===== src/hw/sfp_pkg.sv =====
/*
 * Constants for the host-side controller of a byte-wide sector flash.
 * Assumes a 250 MHz system clock and the flash wired directly to the pins.
 */
// What this block does
// - Host loads only the bytes it is given; unloaded bytes become indeterminate.
// - Host sends the same three unlock commands before every program operation.
// - Host loads bytes by strobe pulses with output gate held high.
// - Next load starts within 150 us, else device begins programming.
// - Upper lines pick the sector, lower lines the byte; any load order.
package sfp_pkg;
   localparam int ADDR_W = 18;
   localparam int DATA_W = 8;
   localparam int SECTOR_BYTES = 256;
   localparam int CLK_MHZ = 250;
   // strobe low time kept well above the noise filter width
   localparam int STROBE_NS = 60;
   localparam int STROBE_CYC = (STROBE_NS * CLK_MHZ + 999) / 1000;
   // setup and recovery phases around each strobe
   localparam int SETUP_NS = 20;
   localparam int SETUP_CYC = (SETUP_NS * CLK_MHZ + 999) / 1000;
   localparam int READ_NS = 120;
   localparam int READ_CYC = (READ_NS * CLK_MHZ + 999) / 1000;
   localparam int LOAD_WIN_US = 150;
   localparam int LOAD_WIN_CYC = LOAD_WIN_US * CLK_MHZ;
   localparam int PROG_MS = 20;
   localparam int PROG_CYC = PROG_MS * 1000 * CLK_MHZ;
   localparam int CMD_MAX = 7;
   localparam logic [1:0] OP_READ = 2'h0;
   localparam logic [1:0] OP_PROG = 2'h1;
   localparam logic [1:0] OP_CMD = 2'h2;
   localparam logic [DATA_W-1:0] ID_UNLOCKED = 8'hFE;
   localparam logic [DATA_W-1:0] ID_LOCKED = 8'hFF;
   localparam logic [ADDR_W-1:0] LOW_BOOT_ID_ADDR = 18'h00002;
   localparam logic [ADDR_W-1:0] HIGH_BOOT_ID_ADDR = 18'h3FFF2;
   typedef enum logic [6:0] {
      SFP_IDLE = 7'h01,
      SFP_SETUP = 7'h02,
      SFP_STROBE = 7'h04,
      SFP_HOLD = 7'h08,
      SFP_READ = 7'h10,
      SFP_POLL = 7'h20,
      SFP_DONE = 7'h40
   } sfp_state_e;
endpackage : sfp_pkg


===== src/hw/sfp_host.sv =====
/*
 * Host controller that reads, sector-programs and sends command sequences
 * to a byte-wide parallel flash. Assumes the flash pins are wired straight
 * to this module and the bench resolves the data bus from data_oe_o.
 */
`timescale 1ns/1ps
module sfp_host #(
   parameter int LOAD_WIN_CYCLES = sfp_pkg::LOAD_WIN_CYC,
   parameter int PROG_CYCLES = sfp_pkg::PROG_CYC,
   parameter logic [3*sfp_pkg::ADDR_W-1:0] UNLOCK_ADDR = {18'h05555, 18'h02AAA, 18'h05555},
   parameter logic [3*sfp_pkg::DATA_W-1:0] UNLOCK_DATA = {8'hA0, 8'h55, 8'hAA}
) (
   input wire logic clk_i,
   input wire logic srst_i,
   input wire logic req_valid_i,
   output logic req_ready_o,
   input wire logic [1:0] req_op_i,
   input wire logic [sfp_pkg::ADDR_W-1:0] req_addr_i,
   input wire logic [sfp_pkg::DATA_W-1:0] req_data_i,
   input wire logic req_last_i,
   output logic rsp_valid_o,
   output logic [sfp_pkg::DATA_W-1:0] rsp_data_o,
   output logic rsp_timeout_o,
   output logic busy_o,
   output logic [sfp_pkg::ADDR_W-1:0] flash_addr_o,
   output logic flash_ce_n_o,
   output logic flash_oe_n_o,
   output logic flash_we_n_o,
   input wire logic [sfp_pkg::DATA_W-1:0] flash_data_i,
   output logic [sfp_pkg::DATA_W-1:0] flash_data_o,
   output logic data_oe_o
);
   import sfp_pkg::*;

   initial begin
      if (LOAD_WIN_CYCLES < 64 || PROG_CYCLES < 2 || LOAD_WIN_CYCLES > PROG_CYCLES) begin
         $error("sfp_host: timing parameters too small");
      end
   end

   localparam int CW = $clog2(PROG_CYCLES + 1);

   sfp_state_e state, next_state;
   logic [CW-1:0] cnt, next_cnt, prog_cnt, next_prog_cnt, win_cnt, next_win_cnt;
   logic [1:0] op, next_op;
   logic [2:0] useq, next_useq;
   logic [4:0] we_low_cnt, next_we_low_cnt;
   logic in_sector, next_in_sector;
   logic [ADDR_W-1:0] addr, next_addr;
   logic [DATA_W-1:0] wdata, next_wdata, poll_prev, next_poll_prev, rdata, next_rdata;
   logic rvalid, next_rvalid, tout, next_tout, last, next_last, poll_first, next_poll_first;
   logic ce_n, next_ce_n, oe_n, next_oe_n, we_n, next_we_n, doe, next_doe;

   always_comb begin
      next_state = state;
      next_cnt = cnt;
      next_op = op;
      next_useq = useq;
      next_in_sector = in_sector;
      next_addr = addr;
      next_wdata = wdata;
      next_last = last;
      next_poll_prev = poll_prev;
      next_poll_first = poll_first;
      next_prog_cnt = prog_cnt;
      next_win_cnt = win_cnt;
      next_rdata = rdata;
      next_rvalid = 1'b0;
      next_tout = tout;
      next_ce_n = ce_n;
      next_oe_n = oe_n;
      next_we_n = we_n;
      next_doe = doe;
      next_we_low_cnt = we_n ? 5'h00 : we_low_cnt + {4'h0, we_low_cnt != 5'h1F};
      // load window measured from the end of the hold phase after the last strobe
      if (in_sector && state == SFP_IDLE) begin
         next_win_cnt = win_cnt + CW'(1);
      end
      unique case (state)
         SFP_IDLE: begin
            if (req_valid_i) begin
               next_op = req_op_i;
               next_addr = req_addr_i;
               next_wdata = req_data_i;
               next_last = req_last_i;
               next_cnt = '0;
               next_tout = 1'b0;
               if (req_op_i == OP_READ) begin
                  next_state = SFP_READ;
                  next_ce_n = 1'b0;
                  next_oe_n = 1'b0;
               end else begin
                  // command bytes go out raw, one per request
                  // unlock prefix on the first byte of a sector
                  next_useq = (req_op_i == OP_PROG && !in_sector) ? 3'h0 : 3'h3;
                  next_state = SFP_SETUP;
                  next_oe_n = 1'b1;
               end
            end
         end
         SFP_SETUP: begin
            next_ce_n = 1'b0;
            next_doe = 1'b1;
            next_cnt = cnt + CW'(1);
            if (cnt == CW'(SETUP_CYC - 1)) begin
               next_cnt = '0;
               next_state = SFP_STROBE;
               // write strobe pulse with output gate high
               next_we_n = 1'b0;
            end
         end
         SFP_STROBE: begin
            next_cnt = cnt + CW'(1);
            // pulse long enough to pass the noise filter
            if (cnt == CW'(STROBE_CYC - 1)) begin
               next_cnt = '0;
               next_we_n = 1'b1;
               next_state = SFP_HOLD;
            end
         end
         SFP_HOLD: begin
            next_cnt = cnt + CW'(1);
            if (cnt == CW'(SETUP_CYC - 1)) begin
               next_cnt = '0;
               next_doe = 1'b0;
               next_ce_n = 1'b1;
               next_win_cnt = '0;
               if (useq < 3'h2) begin
                  next_useq = useq + 3'h1;
                  next_state = SFP_SETUP;
               end else if (useq == 3'h2) begin
                  next_useq = 3'h3;
                  next_state = SFP_SETUP;
                  next_in_sector = 1'b1;
               end else if (last || op == OP_CMD) begin
                  // caller flags the final byte it loads, whether or not the sector is full
                  // poll on the last byte loaded
                  next_state = SFP_POLL;
                  next_in_sector = 1'b0;
                  next_poll_first = 1'b1;
                  next_prog_cnt = '0;
                  next_ce_n = 1'b0;
                  next_oe_n = 1'b0;
               end else begin
                  next_state = SFP_IDLE;
               end
            end
         end
         SFP_READ: begin
            next_cnt = cnt + CW'(1);
            if (cnt == CW'(READ_CYC - 1)) begin
               next_rdata = flash_data_i;
               next_rvalid = 1'b1;
               next_ce_n = 1'b1;
               next_oe_n = 1'b1;
               next_state = SFP_DONE;
            end
         end
         SFP_POLL: begin
            next_cnt = cnt + CW'(1);
            next_prog_cnt = prog_cnt + CW'(1);
            if (cnt == CW'(READ_CYC - 1)) begin
               next_cnt = '0;
               next_poll_prev = flash_data_i;
               next_poll_first = 1'b0;
               next_oe_n = 1'b1;
               // done when the toggle bit stops and bit 7 matches the written data
               if (!poll_first && flash_data_i[6] == poll_prev[6] && flash_data_i[7] == wdata[7]) begin
                  next_state = SFP_DONE;
                  next_rvalid = 1'b1;
                  next_rdata = flash_data_i;
                  next_ce_n = 1'b1;
               end
            end else if (cnt == CW'(1)) begin
               next_oe_n = 1'b0;
            end
            // give up after the longest program time
            if (prog_cnt >= CW'(PROG_CYCLES)) begin
               next_state = SFP_DONE;
               next_tout = 1'b1;
               next_rvalid = 1'b1;
               next_rdata = flash_data_i;
               next_ce_n = 1'b1;
               next_oe_n = 1'b1;
            end
         end
         SFP_DONE: begin
            next_state = SFP_IDLE;
         end
         default: begin
            next_state = SFP_IDLE;
         end
      endcase
      if (in_sector && state == SFP_IDLE && !req_valid_i && win_cnt >= CW'(LOAD_WIN_CYCLES - 32)) begin
         // no request 32 cycles before the window closes; device will program, so poll
         next_state = SFP_POLL;
         next_in_sector = 1'b0;
         next_poll_first = 1'b1;
         next_prog_cnt = '0;
         next_cnt = '0;
         next_ce_n = 1'b0;
         next_oe_n = 1'b0;
      end
   end

   always_ff @(posedge clk_i) begin
      if (srst_i) begin
         state <= SFP_IDLE;
         cnt <= '0;
         op <= OP_READ;
         useq <= 3'h3;
         in_sector <= 1'b0;
         addr <= '0;
         wdata <= '0;
         last <= 1'b0;
         poll_prev <= '0;
         poll_first <= 1'b1;
         prog_cnt <= '0;
         win_cnt <= '0;
         rdata <= '0;
         rvalid <= 1'b0;
         tout <= 1'b0;
         ce_n <= 1'b1;
         oe_n <= 1'b1;
         we_n <= 1'b1;
         doe <= 1'b0;
         we_low_cnt <= '0;
      end else begin
         state <= next_state;
         cnt <= next_cnt;
         op <= next_op;
         useq <= next_useq;
         in_sector <= next_in_sector;
         addr <= next_addr;
         wdata <= next_wdata;
         last <= next_last;
         poll_prev <= next_poll_prev;
         poll_first <= next_poll_first;
         prog_cnt <= next_prog_cnt;
         win_cnt <= next_win_cnt;
         rdata <= next_rdata;
         rvalid <= next_rvalid;
         tout <= next_tout;
         ce_n <= next_ce_n;
         oe_n <= next_oe_n;
         we_n <= next_we_n;
         doe <= next_doe;
         we_low_cnt <= next_we_low_cnt;
      end
   end

   // address: unlock steps use the parameter table
   assign flash_addr_o = (useq < 3'h3) ? UNLOCK_ADDR[useq*ADDR_W +: ADDR_W] : addr;
   assign flash_data_o = (useq < 3'h3) ? UNLOCK_DATA[useq*DATA_W +: DATA_W] : wdata;
   assign flash_ce_n_o = ce_n;
   assign flash_oe_n_o = oe_n;
   assign flash_we_n_o = we_n;
   assign data_oe_o = doe;
   assign req_ready_o = (state == SFP_IDLE);
   assign busy_o = (state != SFP_IDLE);
   assign rsp_valid_o = rvalid;
   assign rsp_data_o = rdata;
   assign rsp_timeout_o = tout;

   // output gate high whenever data is driven
   AST_OE_WHILE_DRIVE: assert property (@(posedge clk_i) disable iff (srst_i) data_oe_o |-> flash_oe_n_o)
      else $error("data driven with output gate low");
   // strobe only with chip select low
   AST_WE_WITH_CE: assert property (@(posedge clk_i) disable iff (srst_i) !flash_we_n_o |-> !flash_ce_n_o && data_oe_o)
      else $error("write strobe without chip select");
   AST_STROBE_WIDTH: assert property (@(posedge clk_i) disable iff (srst_i)
      $rose(flash_we_n_o) |-> we_low_cnt >= 5'(STROBE_CYC))
      else $error("write strobe too short");
   // a fresh sector starts with the unlock step
   AST_UNLOCK_FIRST: assert property (@(posedge clk_i) disable iff (srst_i)
      (state == SFP_IDLE && req_valid_i && req_op_i == OP_PROG && !in_sector) |=> useq == 3'h0)
      else $error("program without unlock");
   // next strobe or polling before the window closes
   AST_LOAD_WINDOW: assert property (@(posedge clk_i) disable iff (srst_i)
      in_sector |-> win_cnt < CW'(LOAD_WIN_CYCLES))
      else $error("load window overrun");
   AST_POLL_BOUND: assert property (@(posedge clk_i) disable iff (srst_i)
      state == SFP_POLL |-> prog_cnt <= CW'(PROG_CYCLES))
      else $error("poll exceeded program time");
   // no completion on the first poll read
   AST_POLL_TWO_READS: assert property (@(posedge clk_i) disable iff (srst_i)
      ($past(state) == SFP_POLL && state == SFP_DONE && !tout) |-> !$past(poll_first))
      else $error("completion without toggle compare");
   // read answers after the access time
   AST_READ_LAT: assert property (@(posedge clk_i) disable iff (srst_i)
      (state == SFP_IDLE && req_valid_i && req_op_i == OP_READ) |-> ##31 rsp_valid_o)
      else $error("read answer late");
   COV_READ: cover property (@(posedge clk_i) disable iff (srst_i) rsp_valid_o && op == OP_READ);
   COV_PROG_DONE: cover property (@(posedge clk_i) disable iff (srst_i) rsp_valid_o && op == OP_PROG && !tout);
   COV_WINDOW_END: cover property (@(posedge clk_i) disable iff (srst_i) in_sector && !next_in_sector && state == SFP_IDLE);
   COV_CMD: cover property (@(posedge clk_i) disable iff (srst_i) rsp_valid_o && op == OP_CMD);
endmodule : sfp_host


===== config.mk =====
export PLATFORM = sky130hd
export DESIGN_NAME = sfp_host
export DESIGN_NICKNAME = d
export VERILOG_FILES = /design/src/hw/sfp_pkg.sv /design/src/hw/sfp_host.sv
export SDC_FILE = /design/constraint.sdc
export NUM_CORES = 1
export LEC_CHECK = 0
export ABC_AREA = 1
export BUFFER_PORTS_ARGS = -buffer_cell sky130_fd_sc_hd__buf_2
export CAP_MARGIN = 20
export CORE_ASPECT_RATIO = 0.6
export CORE_UTILIZATION = 53
export DETAILED_ROUTE_END_ITERATION = 16
export MAX_ROUTING_LAYER = met4
export PLACE_DENSITY = 0.76
export SYNTH_ARGS = -nofsm -noshare
export SYNTH_HDL_FRONTEND = slang
export SYNTH_SLANG_ARGS = --single-unit

===== constraint.sdc =====
create_clock -name clk_i -period 2 [get_ports clk_i]
set_clock_uncertainty 0.15 [all_clocks]
set_input_delay 0.3 -clock clk_i [delete_from_list [all_inputs] [get_ports clk_i]]
set_output_delay 0.3 -clock clk_i [all_outputs]
set_load 0.005 [all_outputs]

**Word level (Yosys, flattened, before mapping)**

Index checks and enable logic that the tools add are counted.

- Flip-flop bits (word level): 131
- Bits of input ports: 40
- Output and inout port bits: 42
- Logic and storage cells: 195

- Add/sub/neg operators: 4
- Multiply operators: 1
- Magnitude comparators: 4
- Eq/ne operators: 42
- Shift operators: 2
- Mux-type cells: 83
- Bitwise logic cells: 1
- Reduce and logical (&&, ||, !) cells: 38

Operators with widths:

| operator | number |
|---|---|
| $mux W23 | 11 |
| $pmux W23 S5 | 1 |
| $add A23 B1 Y23 const B | 3 |
| $mux W7 | 8 |
| $shiftx A54 B9 Y18 const A | 1 |
| $pmux W23 S2 | 1 |
| $pmux W7 S6 | 1 |
| $mux W8 | 5 |
| $mux W1 | 35 |
| $ne A3 B3 Y1 const B | 10 |
| $mux W6 | 4 |
| $shiftx A24 B7 Y8 const A | 1 |
| $eq A23 B1 Y1 const B | 1 |
| $eq A23 B3 Y1 const B | 1 |
| $eq A23 B4 Y1 const B | 1 |
| $eq A23 B5 Y1 const B | 1 |
| $ge A23 B16 Y1 const B | 1 |
| $ge A23 B23 Y1 const B | 1 |
| $ne A2 B2 Y1 const B | 11 |
| $reduce_and A7 Y1 | 3 |
| $mux W18 | 1 |
| $pmux W8 S2 | 1 |
| $mux W3 | 5 |
| $reduce_bool A2 Y1 | 7 |
| other kinds (38) | 60 |

**Depth between registers and ports, before layout**

Gate-level depths: netlist (run 1).

- Depth after elaboration: 8
- Gate-level depth with buffers: 14

**Worst setup path after synthesis (run 1)**

OpenSTA, ideal clock, no wires.

- Path type: reg-to-reg
- Start point: register useq[0]
- End point: register prog_cnt[11]
- Setup time: 116 ps
- Arrival: 1,642 ps
- Data required time: 1,734 ps
- Setup slack: 92 ps
- Stages on the path, launching flop included: 13
- Buffers on the path: 0
- Cell sequence: dfxtp_1 -> inv_1 -> ha_1 -> inv_1 -> nor2_1 -> nor2_1 -> nand2_1 -> nand2_1 -> nand2_1 -> nor2_2 -> nand4_1 -> o21ai_0 -> nor2_1

- Word-level cells in the longest chain between the ends: 3

RTL lines:

| what | RTL line | source |
|---|---|---|
| start: declaration | sfp_host.sv:46 | `logic [2:0] useq, next_useq;` |
| start signal: assignment | sfp_host.sv:232 | `useq <= next_useq;` |
| $lt A3 B2 Y1 / $eq A3 B2 Y1 (equally long branches) | sfp_host.sv:128, sfp_host.sv:131 |  |
| $ne A2 B2 Y1 (no line) | n/a |  |
| $reduce_and A5 Y1 (no line) * | n/a |  |
| end signal: assignment | sfp_host.sv:239 | `prog_cnt <= next_prog_cnt;` |
| end: declaration | sfp_host.sv:44 | `logic [CW-1:0] cnt, next_cnt, prog_cnt, next_prog_cnt, win_cnt, next_win_cnt;` |

Mark *: on every way between the ends. The rest lies on a longest branch, timed or not.
A chain may end at the register's enable or synchronous reset.

**Worst setup path after layout (run 1)**

- Start point: register cnt[1]
- End point: register oe_n, in the netlist flash_oe_n_o

- Word-level cells in the longest chain between the ends: 5

RTL lines:

| what | RTL line | source |
|---|---|---|
| start: declaration | sfp_host.sv:44 |  |
| start signal: assignment | sfp_host.sv:230 | `cnt <= next_cnt;` |
| $eq A23 B5 Y1 | sfp_host.sv:151, sfp_host.sv:162 |  |
| $mux W1 | sfp_host.sv:162 | `if (cnt == CW'(READ_CYC - 1)) begin` |
| $mux W1 | sfp_host.sv:178 | `if (prog_cnt >= CW'(PROG_CYCLES)) begin` |
| $pmux W1 S4 | sfp_host.sv:79 | `unique case (state)` |
| $mux W1 | sfp_host.sv:194 | `if (in_sector && state == SFP_IDLE && !req_valid_i && win_cnt >= CW'(LOAD_WIN_CYCLES - 32)) begin` |
| end signal: assignment | sfp_host.sv:245 | `oe_n <= next_oe_n;` |
| end: declaration | sfp_host.sv:52 | `logic ce_n, next_ce_n, oe_n, next_oe_n, we_n, next_we_n, doe, next_doe;` |

Parallel ways exist; a longest one is shown, timed or not.

==> results of run 1 <==
-- worst max-delay path, delay by kind of cell (launching register included) --
| kind | cells | cell delay, ns |
|---|---|---|
| simple gates | 8 | 0.89 |
| flops | 1 | 0.34 |
| compound gates | 1 | 0.29 |
| fa+ha+maj | 1 | 0.16 |
| buf+inv | 1 | 0.07 |
-- per-stage QoR --
stage	TNS, ns	total power, mW	cells	hold slack, ns
2_1_floorplan	0	5.584	1040	0.2735
3_3_place_gp	0	6.932	1341	0.2836
3_5_place_dp	-1.092	6.996	1341	0.2875
4_1_cts	0	10.28	1381	0.005666
5_1_grt	-3.121	11.93	1409	0.01709
6_report	-0.1007	11.33	1409	0.004783
-- cells in the mapped netlist (2+ instances only) --
| master | count | area, um2 |
|---|---|---|
| a211oi_1 | 2 | 15.01 |
| a21oi_1 | 70 | 350.3 |
| a31oi_1 | 2 | 12.51 |
| buf_2 | 11 | 55.05 |
| buf_6 | 7 | 78.83 |
| clkbuf_1 | 13 | 48.80 |
| dfxtp_1 | 125 | 2502 |
| ha_1 | 12 | 150.1 |
| inv_1 | 113 | 424.2 |
| inv_2 | 9 | 33.78 |
| nand2_1 | 183 | 686.9 |
| nand2_2 | 7 | 43.79 |
| nand2_4 | 4 | 45.04 |
| nand3_1 | 62 | 310.3 |
| nand3_2 | 2 | 20.02 |
| nand3_4 | 2 | 35.03 |
| nand3b_1 | 4 | 30.03 |
| nand4_1 | 28 | 175.2 |
| nor2_1 | 168 | 630.6 |
| nor2_2 | 9 | 56.30 |
| nor2_4 | 9 | 101.4 |
| nor3_1 | 21 | 105.1 |
| nor3b_1 | 4 | 30.03 |
| nor4_1 | 3 | 18.77 |
| o211ai_1 | 2 | 15.01 |
| o21ai_0 | 93 | 465.5 |
| o21ai_1 | 4 | 20.02 |
| o21ai_2 | 3 | 26.28 |
| o21bai_1 | 2 | 15.01 |
| o22ai_1 | 3 | 18.77 |
| o41ai_1 | 6 | 52.55 |
| or2_2 | 5 | 31.28 |
| xnor2_1 | 10 | 87.58 |
| xor2_1 | 30 | 262.8 |
-- layout make-up --
cell class / count / area, um2
Multi-Input combinational cell: 761 / 4242
Inverter: 123 / 475.5
Fill cell: 979 / 3536
Sequential cell: 125 / 2532
Tap cell: 170 / 212.7
Clock buffer: 17 / 425.4
Timing Repair Buffer: 198 / 1361
Clock inverter: 15 / 147.6
-- sequential cells by signal, indices dropped and copies added, names as in the netlist --
| name | flops |
|---|---|
| poll_first | 1 |
| rsp_timeout_o | 1 |
| wdata | 8 |
| last | 1 |
| poll_prev | 1 |
| win_cnt | 23 |
| flash_we_n_o | 1 |
| cnt | 23 |
| rsp_valid_o | 1 |
| prog_cnt | 23 |
| rsp_data_o | 8 |
| op | 2 |
| flash_oe_n_o | 1 |
| data_oe_o | 1 |
| in_sector | 1 |
| state | 7 |
| addr | 18 |
| useq | 3 |
| flash_ce_n_o | 1 |
-- where the power goes --
| part | total, mW | switching, mW | internal (mW) | leakage (nW) |
|---|---|---|---|---|
| registers | 3.12 | 0.233 | 2.89 | 1.02 |
| logic | 5.17 | 3.10 | 2.07 | 2.67 |
| clock network | 3.04 | 1.29 | 1.75 | 0.280 |
| total | 11.3 | 4.62 | 6.71 | 3.97 |
-- routing by layer --
layer,GRT usage,vias up,routed length [um]
met1,0.4576,3583,10350
li1,-,3776,-
met3,0.08995,49,2055
met5,-,-,0
met2,0.3998,363,9112
met4,0.07417,0,350
-- worst min path at each step --
stage / start / slack (ns) / cells past startpoint / endpoint
final: req_data_i[6] / 0.005 / 3 / wdata[6]$_SDFFE_PP0P_
after global routing: req_addr_i[2] / 0.02 / 3 / addr[2]$_SDFFE_PP0P_
after CTS: req_addr_i[3] / 0.006 / 3 / addr[3]$_SDFFE_PP0P_
after detailed placement: wdata[4]$_SDFFE_PP0P_ / 0.29 / 2 / wdata[4]$_SDFFE_PP0P_
after global placement: addr[2]$_SDFFE_PP0P_ / 0.28 / 2 / addr[2]$_SDFFE_PP0P_
after floorplan: last$_SDFFE_PP0P_ / 0.27 / 2 / last$_SDFFE_PP0P_
-- cells by family after synthesis --
| logic type | after synthesis |
|---|---|
| compound gates | 192 |
| xor+xnor | 40 |
| fa+ha+maj | 12 |
| buf+inv | 156 |
| flops | 125 |
| simple gates | 515 |
-- repair_timing --
action / 4_1_cts / 5_1_grt
gates cloned: 2 / 1
hold endpoints to repair: 6 / 0
setup buffers: 0 / 27
hold buffers: 6 / 0
gates resized for setup: 23 / 115
pin swaps: 4 / 42
setup endpoints to repair: 38 / 89
==> metrics.md, run 1 <==
| Metric | Value |
|---|---|
| Outcome | `finished, violations left` |
| Failing checks | `negative setup slack` |
| CP max-delay cell | `dfxtp_2` |
| Mux cell area share after synthesis | `0` |
| Largest fanout on the critical path | `3` |
| CP startpoint kind | `flop` |
| Nets | `1,278` |
| CP Class | `flop to flop` |
| GRT overflow | `0` |
| Pins Over Slew Limit | `0` |
| Clk root buf | `clkbuf_16` |
| Initial DRC count | `735` |
| Clock H-tree levels | `4` |
| CP Capture Type | `flop` |
| Max Cap Violations | `0` |
| CTS clk-pin slew, worst paths | `0.07 ns` |
| Core Region | `12,930 um2` |
| Post-Synth XOR/XNOR Area | `0.04957` |
| CTS tree | `done` |
| Slew margin rel. | `0.7152` |
| CP required | `2.15 ns` |
| Sequential element share of the synthesized area | `0.3540` |
| Finish-stage setup viols | `8` |
| Vias/cell | `5.515` |
| Post-Syn Area | `7068 um2` |
| Worst hold path class | `input pin to flop` |
| CP max stage delay | `0.34 ns` |
| Synth unique cells | `46` |
| Max IR drop VDD | `0.8720 mV` |
| Fmax | `490.1 MHz` |
| Crit. Startpoint | `cnt[1]$_SDFFE_PP0P_` |
| Gate Count Post-Synth | `1,040` |
| Minimum clock period | `2.040 ns` |
| Adder-cell share of the synthesized area | `0.02124` |
| Fin util | `0.7266` |
| Via count | `7,771` |
| Worst setup path endpoint | `flash_oe_n_o$_SDFFE_PP1P_` |
| RSZ-0062 raised after global routing | `yes` |
| Leak | `3.969 nW` |
| First-pass GRT wire length | `32,900 um` |
| Simple-Gate Fraction of Synth Area | `0.3362` |
| Final Hold Fails | `0` |
| DRC viols | `0` |
| Reg2reg end | `flash_oe_n_o$_SDFFE_PP1P_` |
| R2r setup slk | `-0.04 ns` |
| Longest Clk Path Bufs | `2` |
| Worst r2r src | `cnt[1]$_SDFFE_PP0P_` |
| Most common cell after layout, fill and taps aside | `nand2_1` |
| FF+latch count, synth | `125` |
| Core Rows | `32` |
| Main combinational cell family by area after synthesis | `simple AND/OR/NAND/NOR gates` |
| Routed wire length | `21,870 um` |
| Yosys Warn Count | `0` |
| Main synth FF type | `dfxtp_1` |
| Final ANT Viol Nets | `0` |
| Fin area | `9397 um2` |
| Share of the clock period used by the worst path | `1.020` |
| Die Span Y | `91.45 um` |
| P per Cell Area | `1205 nW/um2` |
| Syn_area_per_cell | `6.796 um2` |
| Cell Area, Placed | `8140 um2` |
| Number of flops mapped to enable cells by yosys | `0` |
| Gr usage total | `0.3091` |
| Ys async rst share | `0` |
| Mapped Nets | `1,092` |
| Vias in the first global route | `6,614` |
| Worst slack, placed | `-0.1052 ns` |
| Die ar. | `13,820 um2` |
| Sink Count | `125` |
| Die Wd | `151.1 um` |
| Compound-Gate Fraction of Synth Area | `0.1460` |
| Arrival time at the worst endpoint | `2.19 ns` |
| HPWL after DPL | `14,460 um` |
| Clock latency at the later pin of the worst-skew pair | `0.42 ns` |
| Crit-path most repeated cell | `nand3_1` |
| DR pass1 iterations | `5` |
| Final worst setup slack | `-0.04021 ns` |
| CTS buffer count | `17` |
| Worst path cell trace | `inv_4 > ha_1 > nand3_1 > nor2_4 > nand3_1 > nand2_2 > nor2_2 > a21boi_0 > nand2_1 > nand2_1 > nand3_1` |
| Port Buf Inserts | `81` |
| ANT cells | `0` |
| Reg2Reg Depth | `11` |
| Commonest non-fill, non-tap cells in the layout | `167 x nand2_1, 152 x nor2_1, 109 x dfxtp_1, 102 x inv_1, 99 x buf_4` |
| GP Congestion | `0.9971` |
| Routed len/inst | `15.52 um` |
| Actual slew at the worst max-slew pin | `0.4268 ns` |
| Initial Utilization | `0.5465` |
| I/O pin count | `82` |
| Area Overhead vs Synth | `32.94%` |
| Share of post-route cells with drive strength above 1 | `0.2865` |
| Largest net degree at the start of global routing | `59` |
| Initial antenna violation count | `0` |
Power figures use the tool's default switching activity.
==> run 2, diff against run 1 <==
GPL_TIMING_DRIVEN = 0   (was unset)
==> run 2 against run 1 <==
  * The flow finishes with violations (negative hold slack, negative setup slack)
  * Non-clock buffer count is 28 lower
  * First-iteration DRC count is 0.82% lower
  * Largest cell class unchanged
  * Cell count is 2.1% lower
  * Core utilization is 0.11 points higher
  * Largest power group unchanged
  * Hold slack worse by 0.0049 ns
  * Setup slack worse by 0.018 ns
  * Via count is 0.84% lower
  * Critical path depth is 2 lower
  * Final area is 0.15% higher
  * Critical path type unchanged
==> metrics.md, run 2 (synthesis gave the netlist of run 1 again) <==
| Metric | Value |
|---|---|
| Outcome | `finished, violations left` |
| Failing checks | `negative hold slack, negative setup slack` |
| CTS buffer count | `17` |
| Minimum clock period | `2.059 ns` |
| Final Hold Fails | `1` |
| Worst hold path class | `input pin to flop` |
| Port Buf Inserts | `80` |
| Leak | `3.797 nW` |
| Reg2reg end | `flash_ce_n_o$_SDFFE_PP1P_` |
| Int Power | `6.580 mW` |
| Worst slack, placed | `-0.3090 ns` |
| P per Cell Area | `1192 nW/um2` |
| Final worst setup slack | `-0.05851 ns` |
| Share of the clock period used by the worst path | `1.029` |
| Max IR drop VDD | `0.7557 mV` |
| HPWL after DPL | `13,810 um` |
| CP Class | `flop to flop` |
| DRC viols | `0` |
| Min-delay src | `flash_data_i[7]` |
| Commonest non-fill, non-tap cells in the layout | `158 x nand2_1, 147 x nor2_1, 99 x inv_1, 96 x dfxtp_1, 85 x buf_2` |
| Vias in the first global route | `6,596` |
| Die ar. | `13,820 um2` |
| GRT overflow | `0` |
| GP Congestion | `0.9690` |
| Clock latency at the later pin of the worst-skew pair | `0.43 ns` |
| Initial Utilization | `0.5465` |
| Routed wire length | `22,610 um` |
| Nets | `1,249` |
| Initial antenna violation count | `0` |
| Worst r2r src | `state[0]$_SDFFE_PP1P_` |
| Longest Clk Path Bufs | `2` |
| Area Overhead vs Synth | `33.14%` |
| Clock H-tree levels | `4` |
| Core Region | `12,930 um2` |
| Die Wd | `151.1 um` |
| Fin area | `9410 um2` |
| DR pass1 iterations | `6` |
| Largest net degree at the start of global routing | `17` |
| Hold Path End | `rsp_data_o[7]$_SDFFE_PP0P_` |
| Initial DRC count | `729` |
| Top Registers | `cnt (23), prog_cnt (23), win_cnt (23)` |
| ANT cells | `0` |
| Clock power frac | `0.268` |
| Final ANT Viol Nets | `0` |
| Slew margin rel. | `0.6367` |
| Fin util | `0.7277` |
| Hold_ws | `-0.0001254 ns` |
| Vias/cell | `5.588` |
| Sequential share of power | `0.279` |
| Arrival time at the worst endpoint | `2.21 ns` |
| Logic pwr share | `0.453` |
| CTS tree | `done` |
| Most common cell after layout, fill and taps aside | `nand2_1` |
| CP required | `2.15 ns` |
| Max Cap Violations | `0` |
| Via count | `7,706` |
| Share of post-route cells with drive strength above 1 | `0.2961` |
| Largest fanout on the critical path | `10` |
| Reg2Reg Depth | `9` |
| Net Switching | `4.637 mW` |
| Total power | `11.22 mW` |
| Worst Hold Depth | `3` |
| CP Capture Type | `flop` |
| Pins Over Slew Limit | `0` |
| Fillers | `993` |
| Sw Ratio | `0.4134` |
| Clk root buf | `clkbuf_16` |
| Die Span Y | `91.45 um` |
| Core Rows | `32` |
| I/O pin count | `82` |
| R2r setup slk | `-0.06 ns` |
| Cell Area, Placed | `7681 um2` |
| Gr usage total | `0.3130` |
| Actual slew at the worst max-slew pin | `0.5393 ns` |
| RSZ-0062 raised after global routing | `yes` |
| CTS clk-pin slew, worst paths | `0.06 ns` |
| Finish-stage setup viols | `18` |
| First-pass GRT wire length | `32,960 um` |
| Fmax | `485.8 MHz` |
| Routed len/inst | `16.40 um` |
| Sink Count | `125` |
| CP startpoint kind | `flop` |
run 2: worst max path at each step:
| stage | start | end | cells past startpoint |
|---|---|---|---|
| final | state[0]$_SDFFE_PP1P_ | flash_ce_n_o$_SDFFE_PP1P_ | 9 |
| after global routing | state[1]$_SDFFE_PP0P_ | prog_cnt[11]$_SDFFE_PP0P_ | 10 |
| after CTS | cnt[16]$_SDFFE_PP0P_ | cnt[4]$_SDFFE_PP0P_ | 10 |
| after detailed placement | cnt[0]$_SDFFE_PP0P_ | cnt[22]$_SDFFE_PP0P_ | 10 |
| after global placement | useq[0]$_SDFFE_PP1P_ | prog_cnt[11]$_SDFFE_PP0P_ | 12 |
| after floorplan | useq[0]$_SDFFE_PP1P_ | prog_cnt[11]$_SDFFE_PP0P_ | 12 |
run 2: critical path: stages, from the launching register on:
cell and delay, ns:
dfxtp_4 0.36, nor2_4 0.17, nand2_2 0.12, nor2_4 0.22
buf_4 0.24, nand4_1 0.23, nand2_1 0.17, nor2_1 0.07
nand3_1 0.10, nand3_1 0.10
run 2: per-layer routing:
layer  GRT usage  share of wire
met1      0.4634           0.45
met2      0.4278           0.43
met5           -              0
met4     0.08250          0.027
met3     0.05779          0.089
run 2: cell type report:
type / instances / area [um2] / area share
Clock buffer: 19 / 452.9 / 0.04813
Multi-Input combinational cell: 760 / 4395 / 0.4671
Timing Repair Buffer: 139 / 960.9 / 0.1021
Inverter: 123 / 479.2 / 0.05092
Sequential cell: 125 / 2561 / 0.2722
Tap cell: 170 / 212.7 / 0.02260
Buffer: 31 / 232.7 / 0.02473
Clock inverter: 12 / 115.1 / 0.01223
run 2: timing repair:
item / CTS / global route
cloned: 1 / 2
resized for setup: 72 / 153
setup buffers: 20 / 31
hold buffers: 6 / 0
pin swaps: 28 / 57
setup endpoints to repair: 106 / 134
endpoints found under the hold margin: 6 / 0
run 2: through the flow:
stage / setup TNS (ns) / std cells
2_1_floorplan: 0 / 1040
5_1_grt: -3.244 / 1379
3_5_place_dp: -7.866 / 1290
3_3_place_gp: -6.107 / 1290
6_report: -0.4491 / 1379
4_1_cts: 0 / 1347
run 2: power groups by stage:
| stage | clock network (mW) | registers, mW | logic (mW) |
|---|---|---|---|
| final | 3.01 | 3.13 | 5.08 |
| after global routing | 3.13 | 3.16 | 5.46 |
| after CTS | 3.00 | 3.05 | 4.16 |
| after detailed placement | 0 | 3.08 | 3.69 |
| after global placement | 0 | 3.07 | 3.66 |
| after floorplan | 0 | 3.05 | 2.54 |
==> run 3, diff against run 2 <==
SKIP_CTS_REPAIR_TIMING = 1   (was unset)
==> run 3 against run 2 <==
  * Largest cell class unchanged
  * Die area is the same
  * The flow still finishes with violations (negative hold slack, negative setup slack)
  * Sequential power shrank 1%
  * First-iteration DRC count shrank 3.3%
  * Critical path depth is the same
  * Final area shrank 2.0%
  * Wire length shrank 6.5%
  * Highest routed layer unchanged
  * Fmax shrank 1.0%
  * Clock power is essentially flat
  * Sequential share of layout area grew 0.41 points
==> metrics.md, run 3 (synthesis gave the netlist of run 1 again) <==
| Metric | Value |
|---|---|
| Die Span Y | `91.45 um` |
| Top Registers | `cnt (23), prog_cnt (23), win_cnt (23)` |
| Vias/cell | `5.487` |
| Commonest non-fill, non-tap cells in the layout | `161 x nand2_1, 146 x nor2_1, 100 x dfxtp_1, 98 x inv_1, 84 x buf_2` |
| R2r setup slk | `-0.08 ns` |
| Failing checks | `negative hold slack, negative setup slack` |
| Worst r2r src | `state[3]$_SDFFE_PP0P_` |
| CP required | `2.16 ns` |
| Worst Hold Depth | `3` |
| Share of post-route cells with drive strength above 1 | `0.2814` |
| Outcome | `finished, violations left` |
| RSZ-0062 raised after global routing | `yes` |
| Minimum clock period | `2.079 ns` |
| Area Overhead vs Synth | `30.52%` |
| Gr usage total | `0.2941` |
| Most common cell after layout, fill and taps aside | `nand2_1` |
| Reg2reg end | `state[3]$_SDFFE_PP0P_` |
| Actual slew at the worst max-slew pin | `0.4763 ns` |
| Longest Clk Path Bufs | `2` |
| ANT cells | `0` |
| Initial antenna violation count | `0` |
| CTS buffer count | `17` |
| CP max-delay cell | `dfxtp_4` |
| CTS tree | `done` |
| Final Hold Fails | `1` |
| Clock latency at the later pin of the worst-skew pair | `0.42 ns` |
| Pins Over Slew Limit | `0` |
| Finish-stage setup viols | `21` |
| HPWL after DPL | `13,810 um` |
| Initial Utilization | `0.5465` |
| Largest fanout on the critical path | `10` |
| Clock H-tree levels | `4` |
| Port Buf Inserts | `80` |
| Non-filler cells, final | `1,371` |
| Vias in the first global route | `6,252` |
| GP Congestion | `0.9690` |
| Max IR drop VDD | `0.7133 mV` |
| Worst path cell trace | `nor2_1 > nand2_2 > nor2_4 > buf_4 > nand4_1 > nand3_4 > inv_4 > nor2_1 > nor2_1` |
| Initial DRC count | `705` |
| Share of the clock period used by the worst path | `1.040` |
| Hold_ws | `-0.02680 ns` |
| Die ar. | `13,820 um2` |
| Fin util | `0.7133` |
| Crit path max-delay family | `simple AND/OR/NAND/NOR gates` |
| Fillers | `1,022` |
| Routed wire length | `21,140 um` |
| Fmax | `480.9 MHz` |
| GRT overflow | `0` |
| Final ANT Viol Nets | `0` |
| Via count | `7,522` |
| Clk root buf | `clkbuf_16` |
| CTS clk-pin slew, worst paths | `0.06 ns` |
| Routed len/inst | `15.42 um` |
| DRC viols | `0` |
| Core Rows | `32` |
| Sink Count | `125` |
| Min-delay src | `flash_data_i[2]` |
| Slew margin rel. | `0.6807` |
| P per Cell Area | `1167 nW/um2` |
| CP max stage delay | `0.36 ns` |
| DR pass1 iterations | `6` |
| CP Class | `flop to flop` |
| CP startpoint kind | `flop` |
| Die Wd | `151.1 um` |
| First-pass GRT wire length | `31,060 um` |
| Hold Path End | `rsp_data_o[2]$_SDFFE_PP0P_` |
| Max Cap Violations | `0` |
| Nets | `1,241` |
| Placed Cells | `1,290` |
| CP bufs+invs | `2` |
| I/O pin count | `82` |
| Largest net degree at the start of global routing | `17` |
| Worst hold path class | `input pin to flop` |
| Arrival time at the worst endpoint | `2.24 ns` |
| CP Capture Type | `flop` |
| Crit-path most repeated cell | `nor2_1` |
| Final worst setup slack | `-0.07928 ns` |
| Leak | `3.768 nW` |
| Core Region | `12,930 um2` |
| Reg2Reg Depth | `9` |
## run 3: worst max path at each step
stage | startpoint | endpoint | cells past startpoint
global route | useq[0]$_SDFFE_PP1P_ | prog_cnt[11]$_SDFFE_PP0P_ | 12
detailed placement | cnt[0]$_SDFFE_PP0P_ | cnt[22]$_SDFFE_PP0P_ | 10
global placement | useq[0]$_SDFFE_PP1P_ | prog_cnt[11]$_SDFFE_PP0P_ | 12
floorplan | useq[0]$_SDFFE_PP1P_ | prog_cnt[11]$_SDFFE_PP0P_ | 12
finish | state[3]$_SDFFE_PP0P_ | state[3]$_SDFFE_PP0P_ | 9
CTS | useq[1]$_SDFFE_PP1P_ | flash_data_o[1] | 6
## run 3: worst reg2reg max path, cell delays in order (launching register included)
cell,delay (ns)
dfxtp_4,0.36
nor2_1,0.16
nand2_2,0.13
nor2_4,0.20
buf_4,0.25
nand4_1,0.22
nand3_4,0.23
inv_4,0.06
nor2_1,0.14
nor2_1,0.07
## run 3: cell type report
class                   instances  area (um2)  area share
clock buffers                  19       452.9     0.04910
inverters                     123       464.2     0.05032
well taps                     170       212.7     0.02306
flip-flops and latches        125        2549      0.2763
plain buffers                  31       234.0     0.02536
clock inverters                12       115.1     0.01248
repair buffers                131       870.8     0.09440
multi-input cells             760        4327      0.4690
## run 3: power breakdown
group | switching, mW | leakage, nW | internal [mW]
registers | 0.208 | 1.03 | 2.88
clock network | 1.22 | 0.271 | 1.77
logic | 2.92 | 2.47 | 1.76
total | 4.34 | 3.77 | 6.42
## run 3: through the flow
step | worst slack (ns) | TNS [ns] | hold WS (ns) | instance area (um2) | total power, mW
after floorplan | 0.09175 | 0 | 0.2735 | 7068 | 5.584
after global placement | -0.2673 | -6.107 | 0.2855 | 7681 | 6.729
after detailed placement | -0.3090 | -7.866 | 0.2904 | 7681 | 6.773
after CTS | -0.4632 | -16.71 | -0.05592 | 8249 | 9.769
after global routing | -0.1812 | -5.451 | -0.0008935 | 9225 | 11.33
final | -0.07928 | -0.4548 | -0.02680 | 9225 | 10.76
## run 3: layer usage
| metal | global-route usage | up-vias | routed length [um] |
|---|---|---|---|
| met5 | - | - | 0 |
| met4 | 0.07333 | 0 | 287 |
| met3 | 0.05729 | 38 | 1883 |
| met2 | 0.3838 | 336 | 8870 |
| met1 | 0.4496 | 3437 | 10100 |
| li1 | - | 3711 | - |
